## src/dctom_defs.svh

```systemverilog
// What this block does
// - Torque off when both inactive within window
// - Error when second channel misses window
// - Discrepancy window defaults to 100 ms
// - Supervisory machine evaluated every 10 ms
// - Safe state reported after discrepancy evaluation
// - Short test pulses never count as request
// - State derived from driver supply, not pins
// - Cutoff faults captured, error message raised
// - One acknowledge clears all safety errors
// - Request disables control loop and PWM
// - Request releases configured holding brake drive
// - Status and errors shown on outputs
// - Request while PWM runs raises error
// - Channels compared each tick, long mismatch errors
// - Cutoff path itself has no diagnostics
// - Only the two request inputs request torque-off
`ifndef DCTOM_DEFS_SVH
`define DCTOM_DEFS_SVH
`define DCTOM_CLK_HZ        20000000
`define DCTOM_TICK_MS       10
`define DCTOM_TICK_CYCLES   ((`DCTOM_CLK_HZ / 1000) * `DCTOM_TICK_MS)
`define DCTOM_WINDOW_MS     100
`define DCTOM_WINDOW_TICKS  (`DCTOM_WINDOW_MS / `DCTOM_TICK_MS)
`define DCTOM_PULSE_US      1000
`define DCTOM_PULSE_CYCLES  ((`DCTOM_CLK_HZ / 1000000) * `DCTOM_PULSE_US)
`define DCTOM_MISMATCH_TICKS 50
`define DCTOM_ERR_DISCREP   0
`define DCTOM_ERR_PWM_ON    1
`define DCTOM_ERR_MISMATCH  2
`define DCTOM_ERR_WIDTH     3
`endif

```

## src/dctom_pkg.sv

```systemverilog
package dctom_pkg;
  typedef enum logic [2:0] {
    DCTOM_RUN,
    DCTOM_ONE_OFF,
    DCTOM_SAFE,
    DCTOM_FAULT
  } dctom_state_t;
endpackage

```

## src/dctom_filter.sv

```systemverilog
`timescale 1ns/1ps
`include "dctom_defs.svh"
// =====================================================================
// Test pulse filter: a low level counts only once it outlasts the pulse
module dctom_filter #(
  parameter int PULSE_CYCLES = `DCTOM_PULSE_CYCLES
) (
  input  wire logic core_clk,
  input  wire logic reset_n,
  input  wire logic raw_in,
  output logic      clean_q
);
  logic [31:0] cnt_q;
  logic [31:0] cnt_d;
  logic        clean_d;
  logic        settled;

  // Rising edges pass at once: release must not be delayed by a pulse
  assign settled = (cnt_q >= PULSE_CYCLES[31:0]);
  assign cnt_d   = raw_in ? 32'h0 : (settled ? cnt_q : cnt_q + 32'h1);
  assign clean_d = raw_in ? 1'b1 : (settled ? 1'b0 : clean_q);

  always_ff @(posedge core_clk or negedge reset_n) begin
    if (!reset_n) begin
      cnt_q   <= 32'h0;
      clean_q <= 1'b1;
    end else begin
      cnt_q   <= cnt_d;
      clean_q <= clean_d;
    end
  end
endmodule

```

## src/dctom_monitor.sv

```systemverilog
`timescale 1ns/1ps
`include "dctom_defs.svh"
// =====================================================================
// Two channel torque off supervisor
module dctom_monitor #(
  parameter int TICK_CYCLES     = `DCTOM_TICK_CYCLES,
  parameter int WINDOW_TICKS    = `DCTOM_WINDOW_TICKS,
  parameter int MISMATCH_TICKS  = `DCTOM_MISMATCH_TICKS,
  parameter int PULSE_CYCLES    = `DCTOM_PULSE_CYCLES
) (
  input  wire logic                      core_clk,
  input  wire logic                      reset_n,
  input  wire logic                      supply_a,
  input  wire logic                      supply_b,
  input  wire logic                      pwm_request,
  input  wire logic                      brake_release_request,
  input  wire logic                      brake_configured,
  input  wire logic                      error_ack,
  output logic                           control_enable_q,
  output logic                           pwm_enable_q,
  output logic                           brake_drive_q,
  output logic                           safe_state_q,
  output logic                           error_q,
  output logic [`DCTOM_ERR_WIDTH-1:0]    error_flags_q,
  output dctom_pkg::dctom_state_t        state_q
);
  import dctom_pkg::*;

  // ===================================================================
  // Input conditioning
  // Inputs are the driver supply levels the cutoff path produces
  logic a_ok;
  logic b_ok;

  dctom_filter #(.PULSE_CYCLES(PULSE_CYCLES)) u_filt_a (
    .core_clk (core_clk),
    .reset_n  (reset_n),
    .raw_in   (supply_a),
    .clean_q  (a_ok)
  );

  dctom_filter #(.PULSE_CYCLES(PULSE_CYCLES)) u_filt_b (
    .core_clk (core_clk),
    .reset_n  (reset_n),
    .raw_in   (supply_b),
    .clean_q  (b_ok)
  );

  // ===================================================================
  // Evaluation tick
  logic [31:0] tick_cnt_q;
  logic        tick;

  assign tick = (tick_cnt_q == 32'(TICK_CYCLES - 1));

  always_ff @(posedge core_clk or negedge reset_n) begin
    if (!reset_n) begin
      tick_cnt_q <= 32'h0;
    end else begin
      tick_cnt_q <= tick ? 32'h0 : tick_cnt_q + 32'h1;
    end
  end

  // ===================================================================
  // Supervisory state machine, only stepped on the tick
  // Torque-off can only come from the two supplies; no other port requests it
  logic        both_off;
  logic        one_off;
  logic        both_on;
  logic [15:0] win_q;
  logic [15:0] win_d;
  logic [15:0] mis_q;
  logic [15:0] mis_d;
  logic        win_expired;
  logic        mis_expired;
  dctom_state_t state_d;

  assign both_off    = !a_ok && !b_ok;
  assign both_on     = a_ok && b_ok;
  assign one_off     = a_ok ^ b_ok;
  assign win_expired = (win_q >= 16'(WINDOW_TICKS));
  assign mis_expired = (mis_q >= 16'(MISMATCH_TICKS));

  always_comb begin
    state_d = state_q;
    win_d   = win_q;
    if (tick) begin
      unique case (state_q)
        DCTOM_RUN: begin
          win_d = 16'h0;
          if (both_off) begin
            state_d = DCTOM_SAFE;
          end else if (one_off) begin
            state_d = DCTOM_ONE_OFF;
            win_d   = 16'h1;
          end
        end
        DCTOM_ONE_OFF: begin
          if (both_off) begin
            state_d = DCTOM_SAFE;
          end else if (both_on) begin
            state_d = DCTOM_RUN;
          end else if (win_expired) begin
            state_d = DCTOM_FAULT;
          end else begin
            win_d = win_q + 16'h1;
          end
        end
        DCTOM_SAFE: begin
          if (both_on) begin
            state_d = DCTOM_RUN;
          end else if (one_off) begin
            state_d = DCTOM_ONE_OFF;
            win_d   = 16'h1;
          end
        end
        DCTOM_FAULT: begin
          // Leaves only once acknowledged and the channels agree again
          if (!error_q && both_on) begin
            state_d = DCTOM_RUN;
          end else if (!error_q && both_off) begin
            state_d = DCTOM_SAFE;
          end
        end
        default: state_d = DCTOM_FAULT;
      endcase
    end
  end

  // Long unequal supply levels, counted on ticks
  assign mis_d = !tick ? mis_q
               : (one_off ? (mis_expired ? mis_q : mis_q + 16'h1) : 16'h0);

  always_ff @(posedge core_clk or negedge reset_n) begin
    if (!reset_n) begin
      state_q <= DCTOM_RUN;
      win_q   <= 16'h0;
      mis_q   <= 16'h0;
    end else begin
      state_q <= state_d;
      win_q   <= win_d;
      mis_q   <= mis_d;
    end
  end

  // ===================================================================
  // Errors: set wins over acknowledge; one acknowledge clears them all
  logic                        req_seen;
  logic [`DCTOM_ERR_WIDTH-1:0] err_set;
  logic [`DCTOM_ERR_WIDTH-1:0] err_d;
  logic                        prev_any_off_q;

  assign req_seen = !(a_ok && b_ok) && prev_any_off_q == 1'b0;
  assign err_set[`DCTOM_ERR_DISCREP]  = tick && state_q == DCTOM_ONE_OFF && one_off
                                        && win_expired;
  assign err_set[`DCTOM_ERR_PWM_ON]   = req_seen && pwm_enable_q;
  assign err_set[`DCTOM_ERR_MISMATCH] = tick && one_off && mis_expired;
  assign err_d = (error_ack ? '0 : error_flags_q) | err_set;

  always_ff @(posedge core_clk or negedge reset_n) begin
    if (!reset_n) begin
      error_flags_q  <= '0;
      prev_any_off_q <= 1'b0;
      error_q        <= 1'b0;
    end else begin
      error_flags_q  <= err_d;
      prev_any_off_q <= !(a_ok && b_ok);
      error_q        <= |err_d;
    end
  end

  // ===================================================================
  // Drive outputs: shut down immediately on any dropped supply, not on the tick
  // The cutoff itself is analog; these only stop the firmware side driving
  logic off_now;
  assign off_now = !(a_ok && b_ok);

  always_ff @(posedge core_clk or negedge reset_n) begin
    if (!reset_n) begin
      control_enable_q <= 1'b0;
      pwm_enable_q     <= 1'b0;
      brake_drive_q    <= 1'b0;
      safe_state_q     <= 1'b0;
    end else begin
      control_enable_q <= !off_now && pwm_request;
      pwm_enable_q     <= !off_now && pwm_request;
      brake_drive_q    <= brake_configured && !off_now && brake_release_request;
      safe_state_q     <= (state_q == DCTOM_SAFE);
    end
  end
endmodule

```

## config.mk

```make
export PLATFORM = sky130hd
export DESIGN_NAME = dctom_monitor
export DESIGN_NICKNAME = d
export VERILOG_FILES = /design/src/dctom_pkg.sv /design/src/dctom_filter.sv /design/src/dctom_monitor.sv
export VERILOG_INCLUDE_DIRS = /design/src
export SDC_FILE = /design/constraint.sdc
export NUM_CORES = 1
export LEC_CHECK = 0
export BUFFER_PORTS_ARGS = -buffer_cell sky130_fd_sc_hd__buf_2
export CAP_MARGIN = 20
export CORE_ASPECT_RATIO = 0.7
export CORE_MARGIN = 10
export CORE_UTILIZATION = 27
export CTS_CLUSTER_DIAMETER = 80
export DETAILED_ROUTE_END_ITERATION = 10
export GPL_TIMING_DRIVEN = 0
export PLACE_DENSITY = 0.39
export RECOVER_POWER = 25
export SYNTH_ARGS = -nofsm -noshare
export SYNTH_HDL_FRONTEND = slang
export SYNTH_SLANG_ARGS = --single-unit
```

## constraint.sdc

```tcl
create_clock -name core_clk -period 2.85 [get_ports core_clk]
set_clock_uncertainty 0.15 [all_clocks]
set_input_delay 0.57 -clock core_clk [delete_from_list [all_inputs] [get_ports core_clk]]
set_output_delay 0.57 -clock core_clk [all_outputs]
set_load 0.02 [all_outputs]
```

=== Word level (Yosys, flattened, before mapping) ===
Index checks and enable logic that the tools add are counted.

* $add $sub $neg: 5
* $mul: 0
* Div/mod/pow operators: 0
* Magnitude comparators: 4
* Eq/ne operators: 14
* Shift operators: 0
* Multiplexer cells: 29
* Bitwise operators: 3
* Reductions and logical operators: 26

{| class="wikitable"
|+ Operators by type and width
! operator !! count
|-
| 2-to-1 mux 32 bit || 5
|-
| 2-to-1 mux 16 bit || 7
|-
| adder 32 x 1 -> 32 bit (second input constant) || 3
|-
| greater-or-equal comparator 32 x 15 -> 1 bit (second input constant) || 2
|-
| one-hot mux 16 bit (3 select lines) || 1
|-
| adder 16 x 1 -> 16 bit (second input constant) || 2
|-
| == test 32 x 18 -> 1 bit (second input constant) || 1
|-
| 2-to-1 mux 3 bit || 9
|-
| greater-or-equal comparator 16 x 4 -> 1 bit (second input constant) || 1
|-
| greater-or-equal comparator 16 x 6 -> 1 bit (second input constant) || 1
|-
| != test 2 bit (second input constant) || 8
|-
| logical AND 1 bit || 14
|-
| one-hot mux 3 bit (4 select lines) || 1
|-
| AND reduction 7 bit || 1
|-
| == test 3 x 2 -> 1 bit (second input constant) || 2
|-
| 2-to-1 mux 1 bit || 6
|-
| zero test 1 bit || 4
|-
| != test 4 bit (second input constant) || 1
|-
| nonzero test 2 bit || 2
|-
| == test 3 x 1 -> 1 bit (second input constant) || 1
|-
| zero test 3 bit || 1
|-
| != test 3 bit (second input constant) || 1
|-
| OR 3 bit || 1
|-
| AND reduction 3 bit || 1
|-
| other kinds (5) || 5
|}

* Bits in registers: 141
* Bits in latches: 0
* RAM bits: 0
* Memory bits (read-only): 0
* Input port bits: 8
* Output and inout bits: 11
* Word-level logic and storage cells: 95
* Memories: 0

=== Depth between registers and ports, before layout ===
* Depth after elaboration: 6
* Gate-level depth with buffers: 9
* Depth with buffers taken out: 7

=== Hierarchy ===
Synthesis repeated with hierarchy kept, for this count alone.

* Cells, all modules: 671
* Area total of the unflattened synthesis: 7071.8 µm²

{| class="wikitable"
|+ Modules (own cells, without submodules)
! module !! times used !! cells each !! area an instance (µm²) !! sequential area each (µm²)
|-
| dctom_monitor || 1 || 361 || 3758.6 || 1876.8
|-
| dctom_filter || 2 || 155 || 1656.6 || 827.0
|}

=== Worst setup path after synthesis ===
Ideal clock, no wire load.

* Path kind: register to register
* Start: reg tick_cnt_q[0]
* End: reg mis_q[4]
* Setup time: 126 ps
* Data arrival time: 1917 ps
* Slack: 657 ps
* Cell stages (with the launch flop): 9
* Path buffers: 2
* Cells stage by stage: dfrtp_1 > ha_1 > nand3_2 > or2_0 > buf_2 > or3_4 > buf_6 > and2_0 > a311o_1

* Cells in the longest elaborated chain, start to end: 2

{| class="wikitable"
|+ RTL lines
! what !! RTL line !! text
|-
| start: declaration || dctom_monitor.sv:51 || <nowiki>logic [31:0] tick_cnt_q;</nowiki>
|-
| start signal: assignment || dctom_monitor.sv:60 || <nowiki>tick_cnt_q <= tick ? 32'h0 : tick_cnt_q + 32'h1;</nowiki>
|-
| == test 32 x 18 -> 1 bit || dctom_monitor.sv:54 || <nowiki>assign tick = (tick_cnt_q == 32'(TICK_CYCLES - 1));</nowiki>
|-
| AND reduction 2 bit (no source line) || n/a ||
|-
| end signal: assignment || dctom_monitor.sv:142 || <nowiki>mis_q <= mis_d;</nowiki>
|-
| end: declaration || dctom_monitor.sv:72 || <nowiki>logic [15:0] mis_q;</nowiki>
|}

Every way passes these cells.
A chain may end at the register's enable or synchronous reset.

=== Final worst setup path ===
* Start: reg u_filt_a.clean_q
* End: reg win_q[12]

* Cells in the longest elaborated chain, start to end: 4
* Elaborated cells between the ends (all ways): 9

{| class="wikitable"
|+ RTL lines
! what !! RTL line !! text
|-
| start: declaration || dctom_filter.sv:11 || <nowiki>output logic clean_q</nowiki>
|-
| start signal: assignment || dctom_filter.sv:29 || <nowiki>clean_q <= clean_d;</nowiki>
|-
| zero test 1 bit || dctom_monitor.sv:78 || <nowiki>assign both_off = !a_ok && !b_ok;</nowiki>
|-
| logical AND 1 bit || dctom_monitor.sv:78 ||
|-
| != test 2 bit (no source line) || n/a ||
|-
| AND reduction 7 bit (no source line) (*) || n/a ||
|-
| end signal: assignment || dctom_monitor.sv:141 || <nowiki>win_q <= win_d;</nowiki>
|-
| end: declaration || dctom_monitor.sv:70 || <nowiki>logic [15:0] win_q;</nowiki>
|}

Every way passes the cells marked *; elsewhere a longest branch is shown, timed or not.

==> results.yml <==
critical_path:
  crit_type: "flip-flop to flip-flop"
  path_delay_family: "buffers and inverters"
  start_kind: "flip-flop"
  r2r_cells: 8
  worst-path-stages: 8
  max_stage_delay_ps: 560
  cp-end-kind: "flip-flop"
  required_ps: 3040
  r2r-end: "win_q[12]$_DFFE_PN0P_"
  crit_path_start: "u_filt_a.clean_q$_DFFE_PN1P_"
  worst_path_max_delay_cell: "dfstp_2"
  worstPathMaxFanout: 10
  arrival_ps: 2770
  timing.critical_path.buf_inv: 3
  r2r_setup_slack_ps: 270
  critPathCapture: "win_q[12]$_DFFE_PN0P_"
  crit_chain: "inv_1, ha_1, o2bb2ai_1, and4_1, clkbuf_1, buf_2, nand3_1, a21oi_1"
  r2r-start: "u_filt_a.clean_q$_DFFE_PN1P_"
pwr:
  power_density_nw_per_um2: 547
  p_leak_nw: 3.45
  peakVddDrop_v: 0.000369
clock_network:
  clockBufferDepth: 2
  clock-root-buffer: "clkbuf_16"
  path_clk_slew_ps: 60
  clk_latency_ps: 420
  clock-sinks: 141
  cts_buffers: 17
  cts_max_level: 4
  cts_tree: "done"
  postCtsSetupRepairBufs: 0
timing:
  slew_viol_final: 0
  hold_violations: 0
  fin_crit_ps: 2580
  layout_setup_ws_ps: 267
  slew_headroom_pct: 10.8
  fmax_ghz: 0.387
  rsz0062_at_grt: "no"
  whs_ps: 237
  setup_viol: 0
  tightest_slew_ps: 1340
  min_period_over_period_pct: 90.6
synth:
  synthArstFlopShare_pct: 100
  synth_area_sq_um: 6630
  ys_types: 72
  yosysMostFrequentCell: "dfrtp_1"
  synthFlopType: "dfrtp_1"
  avgSynthCellArea_sq_um: 10.5
  syn_nets: 653
  netlist_top_cells_area: "dfrtp_1, nor2b_1, nor2_1"
  synth_common_cells: "dfrtp_1, nor2_1, nor2b_1, nand2_1, nor4_1"
  synth_top_area_share_pct: 52.5
  synth-seq-cells: 141
  synthCells: 634
  synth_edf_count: 0
  yosysTopAreaCell: "dfrtp_1"
  ys.warnings.count: 0
  seq_area_frac_synth_pct: 53.3
run:
  cap_violations: 0
floorplan:
  io_pins: 19
  rows: 47
  die_y_um: 151
  die_w_um: 207
  start_util_pct: 27.8
  coreArea_sq_um: 23900
  die_area_sq_um: 31300
worst_hold_path:
  hp-start: "pwm_request"
  hold_path.class: "input port to flip-flop"
placement:
  dp.cells: 970
  port_buffers: 17
  dpl_worst_slack_ps: 101
  dp_hpwl_mm: 10.2
  post_dp_cell_area_sq_um: 7140
  gp_congestion: 0.785
cells_and_area:
  design_area_sq_um: 7680
  syn_to_final_growth_pct: 15.8
  fillers: 2471
  final_core_util_pct: 32.2
  nNetsFinal: 690
  stdcell_count: 1002
  antenna_cells_inserted: 0
  drive_gt1_share_pct: 12.0
route:
  viasPerCell: 4.82
  routed.top_layer: "met4"
  drtAntennaViolNets: 0
  dr.first_iter.drc_count: 343
  firstDrtPassIters: 4
  wl_met1_mm: 7.87
  wl_mm: 14.8
  wl_met3_um: 511
  met2WireLength_mm: 6.23
  drc: 0
  wl_per_cell_um: 14.8
  vias: 4834
global_routing:
  antenna_found_initial: 0
  grt_remaining_overflow: 0
  grt_pass1_vias: 4772
  grt.total_usage_pct: 9.86
  grt_first_pass_wirelength_mm: 25.2
  grt_max_degree: 93
outcome:
  outcome: "completed"
==> kinds of logic after synthesis <==
family	share of synthesized area, %
simple gates	26.3
fa+ha+maj	2.08
flops	53.3
buf+inv	2.98
xor+xnor	4.76
mux	1.81
compound gates	8.84
==> cell usage in the layout, fill, tap and decap left out, types with 4 or more instances in the layout <==
| master | Yosys | routed |
|---|---|---|
| and3_1 | 12 | 12 |
| a21oi_1 | 12 | 12 |
| xnor2_1 | 23 | 23 |
| or3_1 | 7 | 7 |
| a41oi_1 | 6 | 6 |
| nand2_1 | 37 | 37 |
| o21ai_0 | 8 | 8 |
| nor4b_2 | 5 | 5 |
| xor2_1 | 13 | 13 |
| ha_1 | 11 | 11 |
| dfrtp_1 | 139 | 139 |
| nand4_1 | 19 | 19 |
| buf_2 | 8 | 23 |
| and4_1 | 9 | 9 |
| nor4_1 | 30 | 30 |
| mux2_2 | 7 | 7 |
| nand3_1 | 25 | 26 |
| nor3_1 | 14 | 14 |
| a31oi_1 | 16 | 16 |
| nor2_1 | 72 | 72 |
| clkbuf_16 | 0 | 17 |
| o31ai_1 | 8 | 8 |
| and2_1 | 7 | 7 |
| or4_1 | 4 | 4 |
| clkbuf_1 | 17 | 27 |
| nor2b_1 | 45 | 45 |
| inv_1 | 18 | 18 |
==> repair_timing <==
action	in CTS	in global routing
setup endpoints to repair	0	2
hold buffers	1	0
gates resized for setup	0	0
hold endpoints to repair	49	0
==> worst min-delay path by stage <==
stage / end / slack [ps] / depth (start not counted)
6_report: pwm_enable_q$_DFF_PN0_ / 240 / 2
5_1_grt: pwm_enable_q$_DFF_PN0_ / 220 / 2
4_1_cts: brake_drive_q$_DFF_PN0_ / 220 / 2
3_5_place_dp: tick_cnt_q[31]$_DFF_PN0_ / 320 / 1
3_3_place_gp: tick_cnt_q[31]$_DFF_PN0_ / 320 / 1
2_1_floorplan: brake_drive_q$_DFF_PN0_ / 120 / 0
==> metrics by stage <==
stage	setup TNS (ps)	power [mW]
floorplan	0	2.10
global placement	-153110	2.16
detailed placement	0	2.17
CTS	0	4.28
global route	0	4.39
finish	0	4.20
==> report_power, final <==
part / switching (mW) / internal, mW
clock network: 0.802 / 1.27
registers: 0.00954 / 2.01
logic: 0.0777 / 0.0264
total: 0.889 / 3.31
==> area by class of cell <==
class | instances | area [sq um] | area share [%]
sequential | 141 | 3530 | 46.0
multi-input combinational | 447 | 2890 | 37.7
clock buffer | 30 | 504 | 6.57
tap | 318 | 398 | 5.18
buffer | 27 | 126 | 1.65
timing repair buffer | 19 | 121 | 1.58
inverter | 18 | 67.6 | 0.880
clock inverter | 2 | 35.0 | 0.456
==> state kept, by name, indices dropped and copies added (netlist names), 3 cells and up <==
signal,cells
mis_q,16
state_q,3
tick_cnt_q,32
win_q,16
error_flags_q,3
u_filt_b.cnt_q,32
u_filt_a.cnt_q,32
==> per-layer routing <==
metal  GRT usage, %  up-vias
met5              0        -
met4           3.38        0
met3           2.63       12
met2           13.9       67
met1           14.1     2404
li1               -     2351
Power figures use the tool's default switching activity.
